$ cat src/wd_periodic_pkg.sv
/*
 * constants for the watchdog and periodic interrupt timer: register
 * offsets, field positions, reset values, key codes and tap choices.
 * assumes an 8-bit register port with byte-wide offsets.
 */
package wd_periodic_pkg;

    // register offsets (low byte of the peripheral address)
    localparam logic [7:0] off_periodic_count = 8'h21;
    localparam logic [7:0] off_watchdog_count = 8'h23;
    localparam logic [7:0] off_service_key = 8'h25;
    localparam logic [7:0] off_periodic_control = 8'h27;
    localparam logic [7:0] off_watchdog_control = 8'h29;

    // service key codes
    localparam logic [7:0] key_arm = 8'h55;
    localparam logic [7:0] key_clear = 8'haa;

    // watchdog_control fields
    localparam int wdc_cause_bit = 7;
    localparam int wdc_defeat_bit = 6;
    localparam int wdc_pattern_hi = 5;
    localparam int wdc_pattern_lo = 3;
    localparam logic [2:0] integrity_pattern = 3'h5;
    localparam logic [2:0] watchdog_rate_reset = 3'h0;

    // periodic_control fields
    localparam int pc_flag_bit = 7;
    localparam int pc_allow_bit = 6;
    localparam logic [2:0] periodic_rate_reset = 3'h0;

    // prescale layout
    localparam int free_width = 7;
    localparam int count_width = 8;
    // free-running taps feeding the periodic mux (carry out of n bits)
    localparam int ptap_free_0 = 2;
    localparam int ptap_free_1 = 4;
    localparam int ptap_free_2 = 6;
    localparam int ptap_free_3 = 7;
    // periodic_count taps (carry out of m low bits of the count)
    localparam int ptap_cnt_0 = 1;
    localparam int ptap_cnt_1 = 3;
    localparam int ptap_cnt_2 = 5;
    localparam int ptap_cnt_3 = 7;

    // nominal slow tick rate, for reference only
    localparam int slow_tick_hz = 16384;

endpackage

$ cat src/wd_periodic_timer.sv
/*
 * watchdog and periodic interrupt timer. a 7-bit free-running prescale
 * on the slow tick feeds an 8-bit watchdog count and an 8-bit periodic
 * count. watchdog resets come from overflow, a bad service key or a
 * damaged integrity pattern.
 * assumes: slow_tick is a one-cycle enable from logic on clk; the
 * system reset controller answers system_reset_req by pulsing reset;
 * power_on_reset is raised only at power up.
 */
// Local design decisions: the address-and-strobe port and the register addresses.
`timescale 1ns/100ps

// Operation
// - watchdog count: 8-bit, readable, counts selected tap
// - free prescale advances every tick, reset only
// - rate select: direct tick or six taps
// - 55h arms, next AAh clears count
// - any 55h/AAh mix causes no reset
// - any other key value resets at once
// - overflow or bad key sets surviving cause flag
// - cause flag never blocks later resets
// - overflow resets one selected tick later
// - overflow reset unmaskable; stops without tick
// - defeat works only with supply strap high
// - integrity bits not 101 force reset
// - reset: fastest rate, counting starts at once
// - periodic count steps on divide-by-128 carry
// - 1-of-8 mux: four count, four free taps
// - taps span 1 to 4096 per second
// - periodic count readable, write clears it
// - one request per selected tap transition
// - periodic part runs except in halt
// - flag set by overflow, cleared writing 0
// - clearing allow withdraws pending request
module wd_periodic_timer
    import wd_periodic_pkg::*;
(
    input wire logic clk,
    input wire logic reset,
    input wire logic power_on_reset,
    input wire logic slow_tick,
    input wire logic halt,
    input wire logic programming_supply_pin,
    input wire logic [7:0] addr,
    input wire logic [7:0] wdata,
    input wire logic wr,
    input wire logic rd,
    output logic [7:0] rdata,
    output logic periodic_irq,
    input wire logic periodic_irq_ack,
    output logic system_reset_req,
    output logic watchdog_reset_cause
);

    // all state set by system reset, cleared except pattern (101)
    typedef struct packed {
        logic [free_width-1:0] free_count;   // shared prescale
        logic [count_width-1:0] watchdog_count;
        logic [count_width-1:0] periodic_count;
        logic armed;                         // 55h seen, AAh pending
        logic overflow_pending;              // waits one selected tick
        logic [2:0] watchdog_rate_select;
        logic watchdog_defeat;
        logic [2:0] pattern;                 // integrity bits as stored
        logic [2:0] periodic_rate_select;
        logic periodic_overflow_seen;
        logic periodic_irq_allow;
        logic irq_pending;
        logic [7:0] read_data;
        logic reset_req;
    } state_t;

    // state kept across system reset, cleared at power up only
    typedef struct packed {
        logic [2:0] supply_sync;             // pin synchroniser
        logic supply_level;                  // filtered pin level
        logic strap;                         // level caught during reset
        logic cause;                         // watchdog reset cause
    } keep_t;

    state_t state;
    state_t next_state;
    keep_t keep;
    keep_t next_keep;

    // watchdog reset event that also marks the cause
    logic cause_event;

    // carry out of the low n bits of a counter on an advance
    function automatic logic carry_out(
        input logic [count_width-1:0] value,
        input int n,
        input logic advance
    );
        logic all_ones;
        all_ones = 1'b1;
        for (int i = 0; i < count_width; i++)
        begin
            if (i < n)
            begin
                all_ones = all_ones & value[i];
            end
        end
        return advance & all_ones;
    endfunction

    // write strobe aimed at one register offset
    function automatic logic write_hit(
        input logic strobe,
        input logic [7:0] where,
        input logic [7:0] target
    );
        return strobe && (where == target);
    endfunction

    // read view of watchdog control, shown at two offsets
    function automatic logic [7:0] wd_control_view(
        input state_t s,
        input logic cause
    );
        return {cause, s.watchdog_defeat, s.pattern,
                s.watchdog_rate_select};
    endfunction

    // next state of the reset-domain logic
    always_comb
    begin
        logic [count_width-1:0] free_wide;
        logic wd_tick;
        logic periodic_advance;
        logic count_tick;
        logic tap;
        logic key_write;
        logic key_bad;
        logic overflow_fire;
        logic defeated;
        logic periodic_run;
        free_wide = '0;
        wd_tick = 1'b0;
        periodic_advance = 1'b0;
        count_tick = 1'b0;
        tap = 1'b0;
        key_write = 1'b0;
        key_bad = 1'b0;
        overflow_fire = 1'b0;
        defeated = 1'b0;
        periodic_run = 1'b0;
        next_state = state;

        // free prescale runs on every tick, only reset clears it
        free_wide = {1'b0, state.free_count};
        if (slow_tick)
        begin
            next_state.free_count = state.free_count + 1'b1;
        end

        // watchdog clock: codes 0,1 direct, 2..7 carry of 1..6 bits
        case (state.watchdog_rate_select)
            3'h0, 3'h1: wd_tick = slow_tick;
            default:
                wd_tick = carry_out(free_wide,
                    int'(state.watchdog_rate_select) - 1, slow_tick);
        endcase

        // defeat honoured only with the strap caught in reset
        defeated = state.watchdog_defeat & keep.strap;

        // count on the selected tap unless defeated
        if (wd_tick && !defeated)
        begin
            next_state.watchdog_count = state.watchdog_count + 1'b1;
            if (state.overflow_pending)
            begin
                overflow_fire = 1'b1;
            end
            else if (state.watchdog_count == 8'hff)
            begin
                next_state.overflow_pending = 1'b1;
            end
        end

        // service key handling
        key_write = write_hit(wr, addr, off_service_key);
        if (key_write)
        begin
            if (wdata == key_arm)
            begin
                next_state.armed = 1'b1;
            end
            else if (wdata == key_clear)
            begin
                // clear only when armed, otherwise ignored
                if (state.armed)
                begin
                    next_state.watchdog_count = '0;
                    next_state.overflow_pending = 1'b0;
                    next_state.armed = 1'b0;
                end
            end
            else
            begin
                key_bad = 1'b1;
            end
        end

        // watchdog control write; pattern kept as written
        if (write_hit(wr, addr, off_watchdog_control))
        begin
            next_state.watchdog_rate_select = wdata[2:0];
            next_state.watchdog_defeat = wdata[wdc_defeat_bit];
            next_state.pattern = wdata[wdc_pattern_hi:wdc_pattern_lo];
        end

        // reset request: cause flag never gates it
        cause_event = key_bad | overflow_fire;
        next_state.reset_req = cause_event
            | (state.pattern != integrity_pattern);

        // periodic part stops only in halt
        periodic_run = !halt;
        periodic_advance = carry_out(free_wide, ptap_free_3,
            slow_tick & periodic_run);
        if (periodic_advance)
        begin
            next_state.periodic_count = state.periodic_count + 1'b1;
        end

        // 1-of-8 tap mux: 0..3 free taps, 4..7 count taps
        count_tick = periodic_advance;
        case (state.periodic_rate_select)
            3'h0: tap = carry_out(free_wide, ptap_free_0,
                slow_tick & periodic_run);
            3'h1: tap = carry_out(free_wide, ptap_free_1,
                slow_tick & periodic_run);
            3'h2: tap = carry_out(free_wide, ptap_free_2,
                slow_tick & periodic_run);
            3'h3: tap = periodic_advance;
            3'h4: tap = carry_out(state.periodic_count, ptap_cnt_0,
                count_tick);
            3'h5: tap = carry_out(state.periodic_count, ptap_cnt_1,
                count_tick);
            3'h6: tap = carry_out(state.periodic_count, ptap_cnt_2,
                count_tick);
            3'h7: tap = carry_out(state.periodic_count, ptap_cnt_3,
                count_tick);
            default: tap = 1'b0;
        endcase

        // any write clears the periodic count, free prescale untouched
        if (write_hit(wr, addr, off_periodic_count))
        begin
            next_state.periodic_count = '0;
        end

        // periodic control write; flag only written, never raises irq
        if (write_hit(wr, addr, off_periodic_control))
        begin
            next_state.periodic_rate_select = wdata[2:0];
            next_state.periodic_irq_allow = wdata[pc_allow_bit];
            next_state.periodic_overflow_seen = wdata[pc_flag_bit];
            if (!wdata[pc_allow_bit])
            begin
                next_state.irq_pending = 1'b0;
            end
        end

        // acknowledge drops the request
        if (periodic_irq_ack)
        begin
            next_state.irq_pending = 1'b0;
        end

        // overflow flag set wins over the software clear
        if (tap)
        begin
            next_state.periodic_overflow_seen = 1'b1;
        end

        // one request per tap pulse, independent of the flag
        if (tap && state.periodic_irq_allow
            && !(wr && (addr == off_periodic_control)
                 && !wdata[pc_allow_bit]))
        begin
            next_state.irq_pending = 1'b1;
        end

        // read data for the cycle after the strobe
        next_state.read_data = 8'h00;
        if (rd)
        begin
            case (addr)
                off_periodic_count:
                    next_state.read_data = state.periodic_count;
                off_watchdog_count:
                    next_state.read_data = state.watchdog_count;
                off_service_key:
                    next_state.read_data = wd_control_view(state, keep.cause);
                off_periodic_control:
                    next_state.read_data = {state.periodic_overflow_seen,
                        state.periodic_irq_allow, 3'h0,
                        state.periodic_rate_select};
                off_watchdog_control:
                    next_state.read_data = wd_control_view(state, keep.cause);
                default:
                    next_state.read_data = 8'h00;
            endcase
        end
    end

    // power-up domain: pin filter, strap capture and cause flag
    always_comb
    begin
        next_keep = keep;
        next_keep.supply_sync = {keep.supply_sync[1:0],
            programming_supply_pin};
        // a change counts once the second and third stages agree
        if (keep.supply_sync[1] == keep.supply_sync[2])
        begin
            next_keep.supply_level = keep.supply_sync[1];
        end
        // strap follows the pin while system reset is held
        if (reset)
        begin
            next_keep.strap = keep.supply_level;
        end
        // software clears with a 0; a new event wins the same cycle
        if (wr && (addr == off_watchdog_control) && !wdata[wdc_cause_bit])
        begin
            next_keep.cause = 1'b0;
        end
        if (cause_event)
        begin
            next_keep.cause = 1'b1;
        end
    end

    // system reset domain register
    always_ff @(posedge clk or posedge reset)
    begin
        if (reset)
        begin
            state <= '0;
            state.armed <= 1'b0;
            state.watchdog_rate_select <= watchdog_rate_reset;
            state.pattern <= integrity_pattern;
            state.periodic_rate_select <= periodic_rate_reset;
        end
        else
        begin
            state <= next_state;
        end
    end

    // power-up domain register, untouched by system reset
    always_ff @(posedge clk or posedge power_on_reset)
    begin
        if (power_on_reset)
        begin
            keep <= '0;
        end
        else
        begin
            keep <= next_keep;
        end
    end

    // outputs straight from flip-flops
    assign rdata = state.read_data;
    assign periodic_irq = state.irq_pending;
    assign system_reset_req = state.reset_req;
    assign watchdog_reset_cause = keep.cause;

endmodule

$ cat config.mk
export PLATFORM = sky130hd
export DESIGN_NAME = wd_periodic_timer
export DESIGN_NICKNAME = d
export VERILOG_FILES = /design/src/wd_periodic_pkg.sv /design/src/wd_periodic_timer.sv
export SDC_FILE = /design/constraint.sdc
export NUM_CORES = 1
export LEC_CHECK = 0
export BUFFER_PORTS_ARGS = -buffer_cell sky130_fd_sc_hd__buf_2
export CAP_MARGIN = 0
export CORE_AREA = 4 4 85 71
export DETAILED_ROUTE_END_ITERATION = 7
export DIE_AREA = 0 0 89 75
export PLACE_DENSITY = 0.74
export SLEW_MARGIN = 15
export SYNTH_ARGS = -nofsm -noshare
export SYNTH_HDL_FRONTEND = slang
export SYNTH_SLANG_ARGS = --single-unit
$ cat constraint.sdc
create_clock -name clk -period 4.45 [get_ports clk]
set_input_delay 0.89 -clock clk [delete_from_list [all_inputs] [get_ports clk]]
set_output_delay 0.89 -clock clk [all_outputs]
set_load 0.005 [all_outputs]
==> metrics.cfg, run 1 <==
[critical_path]
timing.rr.start=state[19]$_DFFE_PP0P_
cp-end-kind=flip-flop
worstPathRequired_ns=4.63
worstSetupPathType=reg -> reg
crit_path_max_fanout=14
r2r_slack_ns=1.78
crit_end=system_reset_req$_DFF_PP0_
r2r_cells=7
critical_path_arrival_ns=2.85
reg2reg_to=system_reset_req$_DFF_PP0_
crit_start=state[19]$_DFFE_PP0P_
cp-start-kind=flip-flop

[global_route]
use_met1_pct=28.6
grt_pass1_vias=1986
grt_use_met3_pct=3.72
top_usage_layer=met1
grt_max_degree=48
antenna_found_initial=0
grt_pass1_wl_um=9610
grt_util_all_layers_pct=18.9
grtUsageMet2_pct=28.4
grt-ovfl-total=0

[timing]
rsz0062_at_grt=false
setup_viol=0
fin_skew_ns=0.00853
tns_ns=0
worst_pin_slew_ns=1.17
hold_slack_ns=0.369
fin_crit_ns=2.67
period_share_pct=60.0
slew_viol_final=0
finalHoldViolCount=0
fmax_ghz=0.374
max_slew_margin_pct=22.1

[power]
power_uw=1100
leakagePower_uw=0.00133
comb_power_share_pct=19.0
intPower_uw=760
vdd_drop_max_uv=275
switching_share_pct=31.0
p_per_area_nw_per_um2=369
seqPwrFrac_pct=57.1
power.switching_uw=342
clkPwrFrac_pct=24.0

[floorplanning]
die_y_um=75
num_rows=24
die_x_um=89
dieArea_um2=6680
fp.coreArea_um2=5260
start_util_pct=52.3
io_pins=36

[clock_tree]
cts_setup_buffers=0
cts_tree=done
postCtsHoldBufs=0
htree_num_levels=2
cts.path.max_buffers=2
clk_pin_slew_ns=0.09
clkLatencyLatePin_ns=0.30
clockRootBuffer=clkbuf_8
numCtsBuffers=5
ctsResizeCount=0
cts_sinks=53

[layout]
drive_above_1_share_pct=21.8
diodes=0
finish.instance_area_um2=2990
final_nets=326
synthToLayoutAreaGrowth_pct=8.75
final_util_pct=56.8

[synth]
synth_async_sr_flop_share_pct=100
synth_edf_count=0
ys_seq_area_share_pct=48.4
synth_cell_types=51
syn_nets=300
syn_avg_cell_area_um2=10.3
synth_area_um2=2750
yosys_register_bits=53
ys.flop_type=dfrtp_1
ys_warn_count=0
postSynthCellCount=267

[drt]
final_antenna_net_count=0
routed_wl_um=5900
drc=0
drt_iter0_drc=229
drt-vias-per-instance=5.86
wire_per_inst_um=16.4
first_pass_iters=5
via_count=2104

[place]
place.gp.congestion=0.852
dp_hpwl_um=4470
placed_area_um2=2900
portBuffers=35

[outcome]
status=complete, no violations

[job]
drv_cap=0

[min_path]
hp-class=reg -> reg

state kept, by name, indices dropped and copies added, names as in the netlist:
name	cells
watchdog_reset_cause	1
rdata	8
keep	5
system_reset_req	1
periodic_irq	1
state	37
cells by family after synthesis:
group                    synth area share, %
buffers and inverters                   5.24
XOR/XNOR                                3.19
multiplexers                            6.38
flip-flops                              48.4
AO/OA/AOI/OAI                           12.8
adder cells (fa/ha/maj)                 4.01
AND/OR/NAND/NOR                         20.0
power by group through the flow:
| stage | Sequential, µW | Clock, µW | Combinational, µW |
|---|---|---|---|
| finish | 628 | 264 | 209 |
| floorplan | 614 | 0 | 165 |
| global route | 639 | 285 | 243 |
| detailed placement | 637 | 0 | 210 |
| CTS | 627 | 269 | 211 |
| global placement | 634 | 0 | 203 |
synthesized netlist by cell type, types with 5 or more instances:
cell     count  share of area [%]
dfrtp_1     51                 46
mux2_2      12                4.9
a22oi_1     10                2.7
buf_4        9                2.5
nand2_1     32                4.4
nor3_1       5               0.91
nand3_1     10                1.8
nor2_1      15                2.0
xnor2_1      7                2.2
ha_1         8                3.6
inv_1       12                1.6
o21ai_0     10                1.8
a21oi_1     11                2.0
layout make-up:
class	count	area (µm²)
repair buffers	35	175
clock inverters	2	10.0
inverters	12	45.0
multi-input cells	186	1270
clock buffers	6	72.6
well taps	65	81.3
fillers	470	2270
flip-flops and latches	53	1330
per-stage QoR:
step	std cells	worst slack (ns)
2_1_floorplan	267	2.11
3_3_place_gp	351	1.72
3_5_place_dp	351	1.62
4_1_cts	359	1.81
5_1_grt	359	1.63
6_report	359	1.78
worst max-delay path: stages, from the launching register on:
cell and delay [ns]:
dfrtp_1 0.43, inv_1 0.10, ha_1 0.31, o22ai_1 0.21
o221ai_1 0.14, a32oi_1 0.94, a2bb2oi_1 0.27, nand4b_1 0.13
worst min path at each step:
| stage | from | cells past startpoint | to | slack [ns] |
|---|---|---|---|---|
| 2_1_floorplan | keep[3]$_DFF_PP0_ | 0 | keep[4]$_DFF_PP0_ | 0.33 |
| 3_3_place_gp | keep[3]$_DFF_PP0_ | 0 | keep[4]$_DFF_PP0_ | 0.33 |
| 4_1_cts | keep[3]$_DFF_PP0_ | 0 | keep[4]$_DFF_PP0_ | 0.37 |
| 5_1_grt | keep[3]$_DFF_PP0_ | 0 | keep[4]$_DFF_PP0_ | 0.38 |
| 6_report | keep[3]$_DFF_PP0_ | 0 | keep[4]$_DFF_PP0_ | 0.37 |
| 3_5_place_dp | keep[3]$_DFF_PP0_ | 0 | keep[4]$_DFF_PP0_ | 0.35 |
layer usage:
metal | vias up | routed length (µm)
met3 | 5 | 447
li1 | 1010 | -
met5 | - | 0
met2 | 65 | 2580
met1 | 1024 | 2830
met4 | 0 | 40
layout by cell type, fill, tap and decap left out, drive strengths merged, types with 3 or more instances in the layout:
cell type / instances
and3: 3
or4b: 3
buf: 35
mux2i: 4
xnor2: 7
nand2: 32
o211ai: 3
xor2: 3
nor2b: 4
nand4bb: 3
dfrtp: 51
mux2: 12
nand2b: 4
a22oi: 10
ha: 8
clkbuf: 6
a21oi: 11
nand3: 10
o21ai: 10
nor2: 16
a222oi: 3
nor3: 5
nor4: 6
inv: 12
No activity file was read; power rests on OpenSTA's default activity.
==> inputs of run 2 (changes only) <==
Clock period 4.45 ns to 2.79 ns, I/O delays scaled along.
==> metrics.cfg, run 2 (same netlist as run 1, synthesis figures left out) <==
[global_route]
grt_pass1_wl_um=9630
grt_pass1_vias=1943
grt_max_degree=48
grtUsageMet2_pct=29.1
grt_use_met3_pct=3.94
use_met1_pct=27.6
grt_util_all_layers_pct=19.1
antenna_found_initial=0
top_usage_layer=met2
grt-ovfl-total=0

[timing]
fmax_ghz=0.430
finalHoldViolCount=0
worst_slack_ns=0.464
slew_viol_final=0
period_share_pct=83.4
worst_pin_slew_ns=0.959
max_slew_margin_pct=36.0
fin_skew_ns=0.00391
tns_ns=0
setup_viol=0
rsz0062_at_grt=false
fin_crit_ns=2.33

[power]
power_uw=1770
seqPwrFrac_pct=57.0
power.switching_uw=553
comb_power_share_pct=19.2
clkPwrFrac_pct=23.8
vdd_drop_max_uv=318
leakagePower_uw=0.00136
switching_share_pct=31.2
intPower_uw=1220
p_per_area_nw_per_um2=585

[floorplanning]
die_x_um=89
num_rows=24
dieArea_um2=6680
fp.coreArea_um2=5260
start_util_pct=52.3
io_pins=36
die_y_um=75

[layout]
top_register=state
layout.cells.most_common=dfrtp_1
final_cells=364
final_util_pct=57.5
synthToLayoutAreaGrowth_pct=10.1
final_nets=331
diodes=0
drive_above_1_share_pct=23.1
final_cell_mix=dfrtp_1 (51), buf_2 (35), nand2_1 (32)
largest_reg_flops=37

[critical_path]
r2r_slack_ns=0.46
timing.rr.start=state[20]$_DFFE_PP0P_
cp-start-kind=flip-flop
critical_path_arrival_ns=2.58
worstPathRequired_ns=3.04
r2r_cells=8
slowest_stage=or4b_2
worstSetupPathType=reg -> reg
slowest_delay_ns=0.64
crit_path_max_fanout=14
cp_top_family=simple AND/OR/NAND/NOR gates
worstPathCellList=inv_1 > ha_1 > o22ai_1 > nor4b_1 > a32oi_1 > buf_4 > or4b_2 > nand2_1
crit_buf_inv=2
reg2reg_to=state[35]$_DFF_PP0_
cp-end-kind=flip-flop

[drt]
via_count=2102
wire_per_inst_um=16.4
drt_iter0_drc=200
final_antenna_net_count=0
first_pass_iters=5
routed_wl_um=5960
drc=0
drt-vias-per-instance=5.77

[outcome]
status=complete, no violations

[clock_tree]
numCtsBuffers=5
clkLatencyLatePin_ns=0.31
htree_num_levels=2
cts.path.max_buffers=2
cts_sinks=53
cts_tree=done
clk_pin_slew_ns=0.09
clockRootBuffer=clkbuf_8
ctsResizeCount=0
cts_setup_buffers=0
postCtsHoldBufs=0

[min_path]
hp-class=in -> async

[place]
post-place-ws_ns=0.504
dp_hpwl_um=4470
place.gp.congestion=0.846
portBuffers=35
dp_cells=356

[job]
drv_cap=0

run 2: how the worst max path moves through the flow:
stage,start,end,slack [ns],depth (start not counted)
floorplan,state[40]$_DFFE_PP0P_,state[31]$_DFFE_PP0P_,0.76,8
detailed placement,state[19]$_DFFE_PP0P_,state[35]$_DFF_PP0_,0.50,8
global route,state[20]$_DFFE_PP0P_,state[35]$_DFF_PP0_,0.34,8
finish,state[20]$_DFFE_PP0P_,state[35]$_DFF_PP0_,0.46,8
CTS,state[19]$_DFFE_PP0P_,state[35]$_DFF_PP0_,0.48,8
global placement,state[19]$_DFFE_PP0P_,state[35]$_DFF_PP0_,0.53,8
run 2: layer usage:
metal / vias to the layer above / routed length [µm]
met1: 1011 / 2790
met5: - / 0
met2: 65 / 2680
met3: 9 / 404
met4: 0 / 87
li1: 1017 / -
run 2: through the flow:
stage               hold slack (ns)  instance area (µm²)
floorplan                     0.331                 2750
global placement              0.342                 2940
detailed placement            0.343                 2940
CTS                           0.158                 3020
global route                  0.155                 3020
finish                        0.157                 3020
run 2: cell type report:
cell class | count | area, µm²
Clock buffer | 6 | 72.6
Clock inverter | 2 | 10.0
Fill cell | 465 | 2230
Inverter | 12 | 45.0
Multi-Input combinational cell | 186 | 1270
Sequential cell | 53 | 1330
Tap cell | 65 | 81.3
Timing Repair Buffer | 40 | 213
run 2: power groups by stage:
stage / Clock [µW] / Sequential (µW) / Combinational [µW]
detailed placement: 0 / 1020 / 341
global placement: 0 / 1010 / 334
floorplan: 0 / 980 / 264
global route: 471 / 1020 / 387
CTS: 434 / 1010 / 344
finish: 421 / 1010 / 341
==> inputs of run 3 (changes only) <==
Settings changed: CORE_AREA 4 4 85 71 to 4 4 87 73, DIE_AREA 0 0 89 75 to 0 0 91 77.
Clock period 2.79 ns to 1.9 ns, I/O delays scaled along.
==> metrics.cfg, run 3 (same netlist as run 1, synthesis figures left out) <==
[timing]
slew_viol_final=0
hold_slack_ns=0.0970
worst_pin_slew_ns=0.479
fin_skew_ns=0.00586
fmax_ghz=0.510
setup_viol=9
fin_crit_ns=1.96
finalHoldViolCount=0
rsz0062_at_grt=true
max_slew_margin_pct=68.0
worst_slack_ns=-0.0602
period_share_pct=103

[place]
dp_cells=378
portBuffers=35
place.gp.congestion=0.859
dp_hpwl_um=4870
placed_area_um2=3140

[critical_path]
worstPathRequired_ns=2.15
crit_buf_inv=0
cp-start-kind=flip-flop
r2r_cells=6
slowest_stage=or4b_4
worstPathCellList=ha_4 > ha_4 > nand4_1 > or4b_4 > or3_1 > a21oi_2
cp_top_family=simple AND/OR/NAND/NOR gates
crit_path_max_fanout=7
cp_common_cell=ha_4
worst-path-stages=6
worstSetupPathType=reg -> reg
cp-end-kind=flip-flop
slowest_delay_ns=0.60
critical_path_arrival_ns=2.21

[global_route]
grt_pass1_wl_um=11000
grt_util_all_layers_pct=19.6
grt-ovfl-total=0
grt_pass1_vias=2194
grt_max_degree=28
antenna_found_initial=0

[outcome]
status=complete, but fails checks
violations=setup timing

[power]
leakagePower_uw=0.00152
vdd_drop_max_uv=594
p_per_area_nw_per_um2=861
power_uw=2960

[layout]
drive_above_1_share_pct=35.3
largest_reg_flops=37
final_cell_mix=dfrtp_1 (51), buf_2 (35), nand2_1 (30)
top_register=state
synthToLayoutAreaGrowth_pct=25.0
final_util_pct=63.5
nFillCells=439
layout.cells.most_common=dfrtp_1
final_nets=358
finish.instance_area_um2=3430
diodes=0
final_cells=391

[drt]
final_antenna_net_count=0
drt_iter0_drc=310
wl_met2_um=3080
wire_per_inst_um=17.4
wl_met1_um=3080
drc=0
via_count=2298
routed_wl_um=6790
first_pass_iters=6
routed.top_layer=met4
drt-vias-per-instance=5.88
wl_met3_um=498

[clock_tree]
clockRootBuffer=clkbuf_8
clk_pin_slew_ns=0.09
cts.path.max_buffers=2
htree_num_levels=2
numCtsBuffers=5
cts_tree=done
cts_sinks=53
clkLatencyLatePin_ns=0.31

[floorplanning]
num_rows=24
die_x_um=91
die_y_um=77
fp.coreArea_um2=5410
dieArea_um2=7010
io_pins=36
start_util_pct=50.8

[min_path]
hp-class=in -> async

[job]
drv_cap=0

-- run 3: cell types whose count changed in the layout (fill, tap and decap cells not counted), sizes merged --
cell / previous run / this run
dlygate4sd3: 0 / 1
clkinv: 2 / 0
buf: 40 / 66
clkbuf: 6 / 8
-- run 3: where the power goes --
part,total (µW),internal (µW),switching [µW]
sequential,1480,1280,196
clock,627,263,364
combinational,849,448,400
total,2960,1990,960
-- run 3: final cells by class --
class	instances	area, µm²	area share (%)
sequential	53	1330	38.7
clock buffer	8	80.1	2.33
timing repair buffer	67	434	12.6
tap	65	81.3	2.37
inverter	12	45.0	1.31
multi-input combinational	186	1460	42.6
-- run 3: what timing repair did --
item                                    4_1_cts  5_1_grt
hold endpoints to repair                      6        0
pin swaps                                    13        4
endpoints found under the setup margin       13       16
cloned                                        0        0
setup buffers                                 3        1
gates resized for setup                      20        8
hold buffers                                  1        0
-- run 3: layer usage --
metal | vias to the layer above | GRT usage (%)
met3 | 20 | 3.82
met5 | - | 0
met4 | 0 | 4.97
met2 | 100 | 30.6
li1 | 1074 | -
met1 | 1104 | 28.1
-- run 3: path summary, 6_finish.rpt --
kind	from	slack (ns)	endpoint
max	state[40]$_DFFE_PP0P_	-0.06	state[28]$_DFFE_PP0P_
min	reset	0.1	state[46]$_DFFE_PP0P_
max reg2reg	state[40]$_DFFE_PP0P_	-0.06	state[28]$_DFFE_PP0P_
min reg2reg	keep[3]$_DFF_PP0_	0.36	keep[4]$_DFF_PP0_
max in group asynchronous	power_on_reset	1.16	watchdog_reset_cause$_DFFE_PP0P_
min in group clk	programming_supply_pin	0.17	keep[3]$_DFF_PP0_
-- run 3: worst register-to-register path: stages, from the launching register on --
cell     delay, ns
dfrtp_1       0.40
ha_4          0.17
ha_4          0.12
nand4_1       0.14
or4b_4        0.60
or3_1         0.35
a21oi_2       0.12
-- run 3: through the flow --
stage	setup TNS, ns	worst slack [ns]
final	-0.263	-0.0602
after global placement	-1.22	-0.201
after CTS	-0.148	-0.0414
after detailed placement	-1.77	-0.218
after global routing	-1.38	-0.137
after floorplan	-0.498	-0.0852
